## src/logic/umsi_pkg.sv

```systemverilog
package umsi_pkg;
    // ------------------------------------------------------------
    // Register map (byte addresses)
    // ------------------------------------------------------------
    localparam logic [4:0] ADDR_STATUS_P1 = 5'h00;  // Modem status, port 1
    localparam logic [4:0] ADDR_ENABLE_P1 = 5'h04;  // Interrupt enable, port 1
    localparam logic [4:0] ADDR_STATUS_P2 = 5'h08;  // Modem status, port 2
    localparam logic [4:0] ADDR_ENABLE_P2 = 5'h0c;  // Interrupt enable, port 2
    localparam logic [4:0] ADDR_IRQ_STAT = 5'h10;   // Sticky event bits, write one to clear
    localparam logic [4:0] ADDR_IRQ_MASK = 5'h14;   // Event mask
    // ------------------------------------------------------------
    // Modem status field positions
    // ------------------------------------------------------------
    localparam int MS_DELTA_CTS = 0;  // Clear-to-send rose
    localparam int MS_DELTA_DSR = 1;  // Set-ready rose
    localparam int MS_DELTA_RI = 2;   // Ring indicator rose
    localparam int MS_DELTA_DCD = 3;  // Carrier detect rose
    localparam int MS_LVL_CTS = 4;    // Clear-to-send, inverted
    localparam int MS_LVL_DSR = 5;    // Set-ready, inverted
    localparam int MS_LVL_RI = 6;     // Ring indicator, inverted
    localparam int MS_LVL_DCD = 7;    // Carrier detect, inverted
    // Modem-status interrupt enable bit
    localparam int IE_MODEM_BIT = 3;
    // Width of the stored enable field
    localparam int IE_WIDTH = 4;
    // ------------------------------------------------------------
    // Reset values
    // ------------------------------------------------------------
    localparam logic [3:0] RST_PIN_LEVEL = 4'hf;   // Inputs idle high
    localparam logic [3:0] RST_DELTA = 4'h0;
    localparam logic [3:0] RST_ENABLE = 4'h0;
    localparam logic [1:0] RST_IRQ_BITS = 2'h0;
    // ------------------------------------------------------------
    // Bus answers and timing
    // ------------------------------------------------------------
    localparam logic [1:0] RESP_OKAY = 2'h0;
    localparam logic [1:0] RESP_SLVERR = 2'h2;
    localparam int SYNC_STAGES = 3;  // Flops on each pin input
    // ------------------------------------------------------------
    // Carriers
    // ------------------------------------------------------------
    // Four handshake pins of one port, active low, in field order
    typedef struct packed {
        logic dcd_n;
        logic ri_n;
        logic dsr_n;
        logic cts_n;
    } umsi_pins_s;
    // One write request as it is held by the slave
    typedef struct packed {
        logic [4:0] addr;
        logic [31:0] data;
        logic [3:0] strb;
    } umsi_wreq_s;
endpackage : umsi_pkg

```

## src/logic/umsi_top.sv

```systemverilog
// Local design decisions: the AXI4-Lite slave port and the placing of the registers.
`timescale 1ns/1ns
module umsi_top #(
    parameter int ADDR_W = 8
) (
    input wire logic aclk,
    input wire logic aresetn,
    // Handshake pins, port 1
    input wire logic clear_to_send_n_port1,
    input wire logic set_ready_n_port1,
    input wire logic carrier_detect_n_port1,
    input wire logic ring_indicator_n_port1,
    // Handshake pins, port 2
    input wire logic clear_to_send_n_port2,
    input wire logic set_ready_n_port2,
    input wire logic carrier_detect_n_port2,
    input wire logic ring_indicator_n_port2,
    // AXI4-Lite write address
    input wire logic [ADDR_W-1:0] s_axi_awaddr,
    input wire logic [2:0] s_axi_awprot,
    input wire logic s_axi_awvalid,
    output logic s_axi_awready,
    // AXI4-Lite write data
    input wire logic [31:0] s_axi_wdata,
    input wire logic [3:0] s_axi_wstrb,
    input wire logic s_axi_wvalid,
    output logic s_axi_wready,
    // AXI4-Lite write response
    output logic [1:0] s_axi_bresp,
    output logic s_axi_bvalid,
    input wire logic s_axi_bready,
    // AXI4-Lite read address
    input wire logic [ADDR_W-1:0] s_axi_araddr,
    input wire logic [2:0] s_axi_arprot,
    input wire logic s_axi_arvalid,
    output logic s_axi_arready,
    // AXI4-Lite read data
    output logic [31:0] s_axi_rdata,
    output logic [1:0] s_axi_rresp,
    output logic s_axi_rvalid,
    input wire logic s_axi_rready,
    // Per-port serial interrupt, and gated summary interrupt
    output logic [1:0] port_irq,
    output logic irq
);
    localparam int NPORT = 2;

    // ------------------------------------------------------------
    // Elaboration checks
    // ------------------------------------------------------------
    // Upper address bits above the word field must exist for the read decode
    if (ADDR_W < 6)
    begin : g_bad_addr
        $error("umsi_top: ADDR_W must be at least 6");
    end

    // ------------------------------------------------------------
    // Pin gathering
    // ------------------------------------------------------------
    umsi_pkg::umsi_pins_s pins [NPORT];  // Raw pins per port
    assign pins[0] = '{dcd_n: carrier_detect_n_port1, ri_n: ring_indicator_n_port1,
                       dsr_n: set_ready_n_port1, cts_n: clear_to_send_n_port1};
    assign pins[1] = '{dcd_n: carrier_detect_n_port2, ri_n: ring_indicator_n_port2,
                       dsr_n: set_ready_n_port2, cts_n: clear_to_send_n_port2};

    // ------------------------------------------------------------
    // Bus-side declarations
    // ------------------------------------------------------------
    logic aw_held_ff;                    // Write address captured
    logic w_held_ff;                     // Write data captured
    logic [4:0] awaddr_ff;               // Captured write address
    logic [31:0] wdata_ff;               // Captured write data
    logic [3:0] wstrb_ff;                // Captured byte enables
    umsi_pkg::umsi_wreq_s wreq;          // Joined write request
    logic wr_go;                         // Write performed this cycle
    logic rd_go;                         // Read taken this cycle
    logic [4:0] rd_addr;                 // Read word address
    logic [31:0] rd_word;                // Read mux result
    logic rd_hit;                        // Read address mapped
    logic wr_hit;                        // Write address mapped
    localparam int IE_W = umsi_pkg::IE_WIDTH;
    logic [IE_W-1:0] ier_ff [NPORT];     // Interrupt enable per port
    logic [3:0] delta_ff [NPORT];        // Change bits per port
    logic [3:0] level_ff [NPORT];        // Filtered pin levels
    logic [NPORT-1:0] change;            // Any pin changed, per port
    logic [NPORT-1:0] ist_ff;            // Sticky event status
    logic [NPORT-1:0] imask_ff;          // Event mask

    assign wreq = '{addr: awaddr_ff, data: wdata_ff, strb: wstrb_ff};
    assign wr_go = aw_held_ff && w_held_ff && !s_axi_bvalid;
    assign rd_go = s_axi_arvalid && s_axi_arready;
    assign rd_addr = {s_axi_araddr[4:2], 2'h0};

    // ------------------------------------------------------------
    // Per-port input path
    // ------------------------------------------------------------
    for (genvar p = 0; p < NPORT; p++)
    begin : g_port
        logic [3:0] s1_ff;       // First synchroniser stage
        logic [3:0] s2_ff;       // Second stage
        logic [3:0] s3_ff;       // Third stage
        logic [3:0] agree;       // Stages two and three match
        logic [3:0] rise;        // Pin went low to high
        logic [3:0] toggle;      // Pin changed either way
        logic status_read;       // This port's status read now
        logic [4:0] my_status;   // Address of this port's status

        always_ff @(posedge aclk)
        begin
            if (!aresetn)
            begin
                s1_ff <= umsi_pkg::RST_PIN_LEVEL;
                s2_ff <= umsi_pkg::RST_PIN_LEVEL;
                s3_ff <= umsi_pkg::RST_PIN_LEVEL;
            end
            else
            begin
                s1_ff <= pins[p];
                s2_ff <= s1_ff;
                s3_ff <= s2_ff;
            end
        end

        // Change counts once stages two and three agree
        assign agree = ~(s2_ff ^ s3_ff);
        assign toggle = agree & (s3_ff ^ level_ff[p]);
        assign rise = agree & s3_ff & ~level_ff[p];
        assign change[p] = |toggle;

        always_ff @(posedge aclk)
        begin
            if (!aresetn)
                level_ff[p] <= umsi_pkg::RST_PIN_LEVEL;
            else
                level_ff[p] <= (level_ff[p] & ~agree) | (s3_ff & agree);
        end

        assign my_status = (p == 0) ? umsi_pkg::ADDR_STATUS_P1 : umsi_pkg::ADDR_STATUS_P2;
        assign status_read = rd_go && (rd_addr == my_status);

        // status read clears them, a new rise wins
        always_ff @(posedge aclk)
        begin
            if (!aresetn)
                delta_ff[p] <= umsi_pkg::RST_DELTA;
            else if (status_read)
                delta_ff[p] <= rise;
            else
                delta_ff[p] <= delta_ff[p] | rise;
        end

        // Enable register write, low byte only
        always_ff @(posedge aclk)
        begin
            if (!aresetn)
                ier_ff[p] <= umsi_pkg::RST_ENABLE;
            else if (wr_go && wreq.strb[0] && wreq.addr ==
                     ((p == 0) ? umsi_pkg::ADDR_ENABLE_P1 : umsi_pkg::ADDR_ENABLE_P2))
                ier_ff[p] <= wreq.data[IE_W-1:0];
        end
    end

    // ------------------------------------------------------------
    // Status word assembly
    // ------------------------------------------------------------
    // Separate status word per port
    function automatic logic [7:0] status_word(input logic [3:0] lvl,
                                               input logic [3:0] dlt);
        logic [7:0] w;
        w = 8'h00;
        w[umsi_pkg::MS_LVL_CTS] = ~lvl[0];
        w[umsi_pkg::MS_LVL_DSR] = ~lvl[1];
        w[umsi_pkg::MS_LVL_RI] = ~lvl[2];
        w[umsi_pkg::MS_LVL_DCD] = ~lvl[3];
        w[umsi_pkg::MS_DELTA_CTS] = dlt[0];
        w[umsi_pkg::MS_DELTA_DSR] = dlt[1];
        w[umsi_pkg::MS_DELTA_RI] = dlt[2];
        w[umsi_pkg::MS_DELTA_DCD] = dlt[3];
        return w;
    endfunction : status_word

    // ------------------------------------------------------------
    // Interrupts
    // ------------------------------------------------------------
    // Enabled pin change sets sticky bit; set beats clear
    always_ff @(posedge aclk)
    begin
        if (!aresetn)
            ist_ff <= umsi_pkg::RST_IRQ_BITS;
        else
        begin
            for (int p = 0; p < NPORT; p++)
            begin
                if (change[p] && ier_ff[p][umsi_pkg::IE_MODEM_BIT])
                    ist_ff[p] <= 1'b1;
                else if (wr_go && wreq.strb[0] && wreq.addr == umsi_pkg::ADDR_IRQ_STAT
                         && wreq.data[p])
                    ist_ff[p] <= 1'b0;
            end
        end
    end

    // Mask register
    always_ff @(posedge aclk)
    begin
        if (!aresetn)
            imask_ff <= umsi_pkg::RST_IRQ_BITS;
        else if (wr_go && wreq.strb[0] && wreq.addr == umsi_pkg::ADDR_IRQ_MASK)
            imask_ff <= wreq.data[NPORT-1:0];
    end

    // Clear-to-send feeds status and the change interrupt, never a transmit gate
    assign port_irq = ist_ff & imask_ff;
    assign irq = |port_irq;

    // ------------------------------------------------------------
    // AXI4-Lite write channel
    // ------------------------------------------------------------
    assign s_axi_awready = !aw_held_ff;
    assign s_axi_wready = !w_held_ff;

    // Address hold
    always_ff @(posedge aclk)
    begin
        if (!aresetn)
        begin
            aw_held_ff <= 1'b0;
            awaddr_ff <= 5'h00;
        end
        else if (s_axi_awvalid && s_axi_awready)
        begin
            aw_held_ff <= 1'b1;
            awaddr_ff <= {s_axi_awaddr[4:2], 2'h0};
        end
        else if (wr_go)
            aw_held_ff <= 1'b0;
    end

    // Data hold
    always_ff @(posedge aclk)
    begin
        if (!aresetn)
        begin
            w_held_ff <= 1'b0;
            wdata_ff <= 32'h0000_0000;
            wstrb_ff <= 4'h0;
        end
        else if (s_axi_wvalid && s_axi_wready)
        begin
            w_held_ff <= 1'b1;
            wdata_ff <= s_axi_wdata;
            wstrb_ff <= s_axi_wstrb;
        end
        else if (wr_go)
            w_held_ff <= 1'b0;
    end

    // Write decode; status words accept writes silently
    always_comb
    begin
        case (wreq.addr)
            umsi_pkg::ADDR_STATUS_P1,
            umsi_pkg::ADDR_ENABLE_P1,
            umsi_pkg::ADDR_STATUS_P2,
            umsi_pkg::ADDR_ENABLE_P2,
            umsi_pkg::ADDR_IRQ_STAT,
            umsi_pkg::ADDR_IRQ_MASK: wr_hit = (awaddr_ff == wreq.addr);
            default: wr_hit = 1'b0;
        endcase
    end

    // Response
    always_ff @(posedge aclk)
    begin
        if (!aresetn)
        begin
            s_axi_bvalid <= 1'b0;
            s_axi_bresp <= umsi_pkg::RESP_OKAY;
        end
        else if (wr_go)
        begin
            s_axi_bvalid <= 1'b1;
            s_axi_bresp <= wr_hit ? umsi_pkg::RESP_OKAY : umsi_pkg::RESP_SLVERR;
        end
        else if (s_axi_bready)
            s_axi_bvalid <= 1'b0;
    end

    // ------------------------------------------------------------
    // AXI4-Lite read channel
    // ------------------------------------------------------------
    assign s_axi_arready = !s_axi_rvalid;

    // Read mux
    always_comb
    begin
        rd_hit = 1'b1;
        rd_word = 32'h0000_0000;
        case (rd_addr)
            umsi_pkg::ADDR_STATUS_P1: rd_word[7:0] = status_word(level_ff[0], delta_ff[0]);
            umsi_pkg::ADDR_STATUS_P2: rd_word[7:0] = status_word(level_ff[1], delta_ff[1]);
            umsi_pkg::ADDR_ENABLE_P1: rd_word[IE_W-1:0] = ier_ff[0];
            umsi_pkg::ADDR_ENABLE_P2: rd_word[IE_W-1:0] = ier_ff[1];
            umsi_pkg::ADDR_IRQ_STAT: rd_word[NPORT-1:0] = ist_ff;
            umsi_pkg::ADDR_IRQ_MASK: rd_word[NPORT-1:0] = imask_ff;
            default: rd_hit = 1'b0;
        endcase
        if (s_axi_araddr[ADDR_W-1:5] != '0)
            rd_hit = 1'b0;
        if (!rd_hit)
            rd_word = 32'h0000_0000;
    end

    // Read data register
    always_ff @(posedge aclk)
    begin
        if (!aresetn)
        begin
            s_axi_rvalid <= 1'b0;
            s_axi_rdata <= 32'h0000_0000;
            s_axi_rresp <= umsi_pkg::RESP_OKAY;
        end
        else if (rd_go)
        begin
            s_axi_rvalid <= 1'b1;
            s_axi_rdata <= rd_word;
            s_axi_rresp <= rd_hit ? umsi_pkg::RESP_OKAY : umsi_pkg::RESP_SLVERR;
        end
        else if (s_axi_rready)
            s_axi_rvalid <= 1'b0;
    end
endmodule : umsi_top
```

## config.mk

```make
export PLATFORM = sky130hd
export DESIGN_NAME = umsi_top
export DESIGN_NICKNAME = d
export VERILOG_FILES = /design/src/logic/umsi_pkg.sv /design/src/logic/umsi_top.sv
export SDC_FILE = /design/constraint.sdc
export NUM_CORES = 1
export LEC_CHECK = 0
export BUFFER_PORTS_ARGS = -buffer_cell sky130_fd_sc_hd__buf_2
export CORE_UTILIZATION = 50
export DETAILED_ROUTE_END_ITERATION = 8
export GPL_ROUTABILITY_DRIVEN = 0
export PLACE_DENSITY = 0.77
export SLEW_MARGIN = 20
export SYNTH_ARGS = -nofsm -noshare
export SYNTH_HDL_FRONTEND = slang
export SYNTH_SLANG_ARGS = --single-unit
```

## constraint.sdc

```tcl
create_clock -name aclk -period 3.05 [get_ports aclk]
set_input_delay 0.305 -clock aclk [delete_from_list [all_inputs] [get_ports aclk]]
set_output_delay 0.305 -clock aclk [all_outputs]
set_load 0.05 [all_outputs]
```

==> results of run 1 <==
-- cell usage after synthesis (2+ instances only) --
cell	instances	area share [%]
o21ai_0	2	0.30
nor2_1	14	1.6
nor4_4	2	1.3
nor2b_1	35	6.5
dfxtp_1	58	34
mux4_1	3	2.3
a21boi_0	2	0.44
nand2b_1	26	4.8
mux2i_1	19	5.6
buf_2	4	0.59
a31o_2	2	0.52
buf_4	27	6.0
and2_1	7	1.3
nand2_1	22	2.4
xnor2_1	8	2.1
ha_1	8	3.0
a21oi_1	17	2.5
o221ai_1	2	0.52
conb_1	2	0.22
edfxtp_1	16	14
a22oi_1	4	0.89
o22a_1	2	0.52
a32oi_1	2	0.52
clkbuf_1	7	0.78
inv_1	9	1.0
-- logic make-up after synthesis --
family | after synthesis | synth area share [%]
AOI/OAI and AO/OA | 39 | 7.59
xor gates and xnor gates | 8 | 2.07
adders and majority gates | 8 | 2.96
buffers and inverters | 48 | 8.70
DFF | 74 | 48.6
muxes | 23 | 8.29
other | 2 | 0.222
and+or+nand+nor | 118 | 21.6
-- cell type report --
cell class | instances | area, um^2 | share of cell area, %
clock inverter | 2 | 10.0 | 0.267
tap | 77 | 96.3 | 2.57
multi-input combinational | 230 | 1570 | 41.8
sequential | 74 | 1640 | 43.8
clock buffer | 14 | 164 | 4.37
timing repair buffer | 47 | 238 | 6.34
inverter | 9 | 33.8 | 0.901
-- worst register-to-register path: cells and delay by family, from the launching register on --
kind / cells / cell delay, ns
AND/OR/NAND/NOR: 1 / 0.16
flip-flops: 1 / 0.41
AO/OA/AOI/OAI: 1 / 0.81
-- layer usage --
| layer | vias up | track usage, % | wire (um) |
|---|---|---|---|
| li1 | 1130 | - | - |
| met4 | 0 | 9.72 | 133 |
| met5 | - | 0 | 0 |
| met2 | 63 | 28.5 | 2780 |
| met3 | 12 | 4.92 | 278 |
| met1 | 1035 | 20.4 | 2500 |
-- where the power goes --
group | switching, mW | total, mW | internal (mW)
registers | 0.0272 | 1.07 | 1.04
logic | 0.169 | 0.249 | 0.0797
clock network | 0.335 | 0.678 | 0.344
-- stage by stage --
step | util [%] | setup slack, ns
after CTS | 58.4 | 1.25
after global placement | 55.7 | 1.30
after floorplan | - | 1.29
after global routing | 58.4 | 1.10
after detailed placement | 55.7 | 1.26
final | 58.4 | 1.29
-- path summary, 6_finish.rpt --
| kind | from | endpoint | slack, ns | depth (start not counted) |
|---|---|---|---|---|
| worst max register to register | w_held_ff | ier_ff[0][2] | 1.29 | 2 |
| worst min register to register | g_port[0].s1_ff[2] | g_port[0].s2_ff[2] | 0.41 | 1 |
| worst min-delay path | carrier_detect_n_port1 | g_port[0].s1_ff[3] | 0.13 | 2 |
| worst max-delay path | w_held_ff | ier_ff[0][2] | 1.29 | 2 |
==> flow_metrics.tcl, run 1 <==
set metrics [dict create \
    dp_cells 437 \
    violations "DRC" \
    diodes 0 \
    first_pass_iters 6 \
    drtAntennaViolNets 0 \
    critical_path_required_ns 3.02 \
    io-pin-count 117 \
    synth_edf_count 16 \
    setup_viol 0 \
    antenna_found_initial 0 \
    postLayoutCellArea_um2 3750 \
    critPathKind "reg -> reg" \
    cp-start-kind "register" \
    wire_per_inst_um 12.6 \
    yosysSeqAreaShare_pct 48.6 \
    final_nets 452 \
    place_area_um2 3570 \
    core_um2 6420 \
    cap_violations 0 \
    die-width_um 84.2 \
    worst-path-max-fanout 8 \
    postSynthCellCount 320 \
    slew_violations 0 \
    cp-end-kind "register" \
    cts_root_buf "clkbuf_8" \
    vias_per_cell 4.94 \
    cts_setup_buffers 0 \
    power.leakage_nw 1.57 \
    power_mw 1.99 \
    syn_area_um2 3380 \
    whs_ns 0.131 \
    syn_area_per_cell_um2 10.6 \
    cts_hold_buf 0 \
    cts_inserted_buffers 9 \
    timing.fmax_ghz 0.568 \
    cts_resized 0 \
    slew_headroom_pct 40.2 \
    vias 2240 \
    path_delay_family "compound AO/OA/AOI/OAI gates" \
    synth_seq_cells 74 \
    synthArstFlopShare_pct 0 \
    drive_gt1_share_pct 19.1 \
    crit_path_max_incr_delay_ns 0.81 \
    final_hold_viol_count 0 \
    overflow 0 \
    yosysWarnings 0 \
    finalNonFillerCells 453 \
    htreeDepth 3 \
    hold_path_class "in -> reg" \
    clock-sinks 74 \
    grt_pass1_wl_um 9320 \
    yosysUniqueCellTypes 45 \
    wl_um 5690 \
    dieArea_um2 7090 \
    clk_latency_ns 0.35 \
    layout_common_cells "dfxtp_1, buf_2, nor2b_1, conb_1, nand2b_1" \
    row_count 29 \
    post-route-drc-count 20 \
    outcome "finished, violations left" \
    hpwl_um 4180 \
    power_density_nw_per_um2 532 \
    path_buf_inv 0 \
    cp.arrival_ns 1.73 \
    irDropWorstVdd_uv 338 \
    drt_iter0_drc 97 \
    rsz0062_at_grt "no" \
    clkTransAtPathRegs_ns 0.07 \
    dieHeight_um 84.2 \
    gr-usage-all-layers_pct 17.3 \
    port_buffers 46 \
    start_util_pct 52.6 \
    fin_worst_skew_ns 0.00766 \
    grt_max_degree 45 \
    worstMarginPinSlew_ns 0.886 \
    fin_setup_tns_ns 0 \
    grt_pass1_vias 2047 \
    final_common_cell "dfxtp_1" \
    worstPathCellList "nand3b_4 -> o41ai_1" \
    post-route-period-util_pct 57.7 \
    fillers 572 \
    min_period_ns 1.76 \
    tritoncts "done" \
    slowest_stage "o41ai_1" \
    synth_top_flop_cell "dfxtp_1" \
    clock_path_buffers 2 \
    areaGrowthSynthToFinish_pct 10.9 \
]
Power figures use the tool's default switching activity.
==> run 2: changes to the inputs <==
--- a/config.mk
+++ b/config.mk
@@ -6,10 +6,10 @@
 export NUM_CORES = 1
 export LEC_CHECK = 0
 export BUFFER_PORTS_ARGS = -buffer_cell sky130_fd_sc_hd__buf_2
-export CORE_UTILIZATION = 50
+export CORE_UTILIZATION = 45
 export DETAILED_ROUTE_END_ITERATION = 8
 export GPL_ROUTABILITY_DRIVEN = 0
-export PLACE_DENSITY = 0.77
+export PLACE_DENSITY = 0.73
 export SLEW_MARGIN = 20
 export SYNTH_ARGS = -nofsm -noshare
 export SYNTH_HDL_FRONTEND = slang
==> constraint.sdc (replaced) <==
create_clock -name aclk -period 1.5 [get_ports aclk]
set_input_delay 0.15 -clock aclk [delete_from_list [all_inputs] [get_ports aclk]]
set_output_delay 0.15 -clock aclk [all_outputs]
set_load 0.05 [all_outputs]
==> flow_metrics.tcl, run 2 (synthesis gave the netlist of run 1 again) <==
set metrics [dict create \
    critical_path_required_ns 1.62 \
    drtAntennaViolNets 0 \
    row_count 31 \
    clk_latency_ns 0.36 \
    final_common_cell "dfxtp_1" \
    cts_inserted_buffers 9 \
    layout_setup_ws_ns 0.00559 \
    seqPwrFrac_pct 51.3 \
    wl_um 5830 \
    setup_viol 0 \
    grt_pass1_wl_um 9190 \
    postLayoutCellArea_um2 4010 \
    port_buffers 46 \
    power.leakage_nw 1.68 \
    hpwl_um 4110 \
    final_hold_viol_count 0 \
    critPathKind "reg -> reg" \
    post-route-drc-count 0 \
    min_path_cells 3 \
    dieArea_um2 7860 \
    fin_setup_tns_ns 0 \
    switching_share_pct 27.6 \
    post-route-period-util_pct 99.6 \
    diodes 0 \
    layout_common_cells "dfxtp_1, buf_2, nor2b_1, conb_1, nand2b_1" \
    overflow 0 \
    path_delay_family "simple AND/OR/NAND/NOR gates" \
    cts_root_buf "clkbuf_8" \
    final_nets 470 \
    r2r_cells 4 \
    place_area_um2 3690 \
    antenna_found_initial 0 \
    dp_slack_ns -0.00367 \
    min_period_ns 1.49 \
    grt_max_degree 55 \
    crit_path_max_incr_delay_ns 0.53 \
    power_density_nw_per_um2 1050 \
    htreeDepth 3 \
    grt_pass1_vias 2014 \
    rsz0062_at_grt "yes" \
    whs_ns 0.00912 \
    start_util_pct 46.6 \
    hold_path_class "in -> reg" \
    p_int_mw 3.06 \
    fin_worst_skew_ns 0.00674 \
    tritoncts "done" \
    first_pass_iters 4 \
    clock_path_buffers 2 \
    vias_per_cell 4.68 \
    cp.arrival_ns 1.62 \
    slew_violations 0 \
    dieHeight_um 88.7 \
    finalNonFillerCells 493 \
    irDropWorstVdd_uv 525 \
    dp_cells 468 \
    worstPathCellList "nand2b_4 -> or4b_4 -> a21oi_1 -> nor2b_1" \
    vias 2307 \
    p_comb_share_pct 13.2 \
    gr-usage-all-layers_pct 16.2 \
    die-width_um 88.7 \
    clock-sinks 74 \
    drt_iter0_drc 154 \
    cp-start-kind "register" \
    timing.fmax_ghz 0.669 \
    wire_per_inst_um 11.8 \
    drive_gt1_share_pct 23.9 \
    io-pin-count 117 \
    p_clk_share_pct 35.6 \
    netSwitchingPower_mw 1.17 \
    cap_violations 0 \
    outcome "finished clean" \
    core_um2 7250 \
    worst-path-max-fanout 4 \
    cp_num_cells 4 \
    path_buf_inv 0 \
    cp-end-kind "register" \
    clkTransAtPathRegs_ns 0.08 \
    slowest_stage "or4b_4" \
    areaGrowthSynthToFinish_pct 18.7 \
]
run 2: cell count changes in the layout (fill, tap and decap cells not counted), sizes merged:
cell,previous run,this run
clkinvlp,0,1
dlygate4sd3,0,8
buf,47,57
inv,9,11
clkbuf,14,11
run 2: what timing repair did:
| item | CTS | global route |
|---|---|---|
| gates resized for setup | 2 | 8 |
| cloned | 0 | 0 |
| setup endpoints to repair | 2 | 10 |
| pin swaps | 0 | 1 |
| setup buffers | 0 | 1 |
| hold endpoints to repair | 8 | 0 |
| hold buffers | 8 | 0 |
run 2: power groups by stage:
stage,clock [mW],sequential [mW],combinational (mW)
3_5_place_dp,0,2.21,0.536
5_1_grt,1.64,2.18,0.609
4_1_cts,1.54,2.17,0.554
3_3_place_gp,0,2.21,0.528
6_report,1.50,2.17,0.557
2_1_floorplan,0,2.22,0.458
run 2: path summary, 6_finish.rpt:
kind | slack (ns) | startpoint | endpoint
worst max-delay path | 0.006 | s_axi_rvalid | delta_ff[1][2]
worst min-delay path | 0.009 | s_axi_wvalid | w_held_ff
worst max register to register | 0.006 | s_axi_rvalid | delta_ff[1][2]
worst min register to register | 0.41 | g_port[0].s1_ff[1] | g_port[0].s2_ff[1]
run 2: area by class of cell:
type	count	area [um^2]
Fill cell	646	3240
Sequential cell	74	1650
Multi-Input combinational cell	230	1590
Timing Repair Buffer	65	415
Clock buffer	11	163
Tap cell	99	124
Clock inverter	5	33.8
Inverter	9	33.8
run 2: stage by stage:
stage / util, % / total power [mW]
floorplan: - / 2.67
CTS: 54.8 / 4.26
global route: 55.3 / 4.43
finish: 55.3 / 4.23
global placement: 50.9 / 2.74
detailed placement: 50.9 / 2.75
run 2: metal layers:
metal	part of all wire, %	track usage, %	vias up	routed length, um
met5	0	0	-	0
met4	2.7	8.36	0	159
met3	5.0	5.69	16	291
met2	47	25.7	67	2730
met1	46	19.4	1060	2650
li1	-	-	1164	-
run 2: worst register-to-register path, delay by kind of cell, from the launching register on:
family          cells  cell delay (ns)
compound gates      1             0.17
flops               1             0.34
simple gates        3             0.74
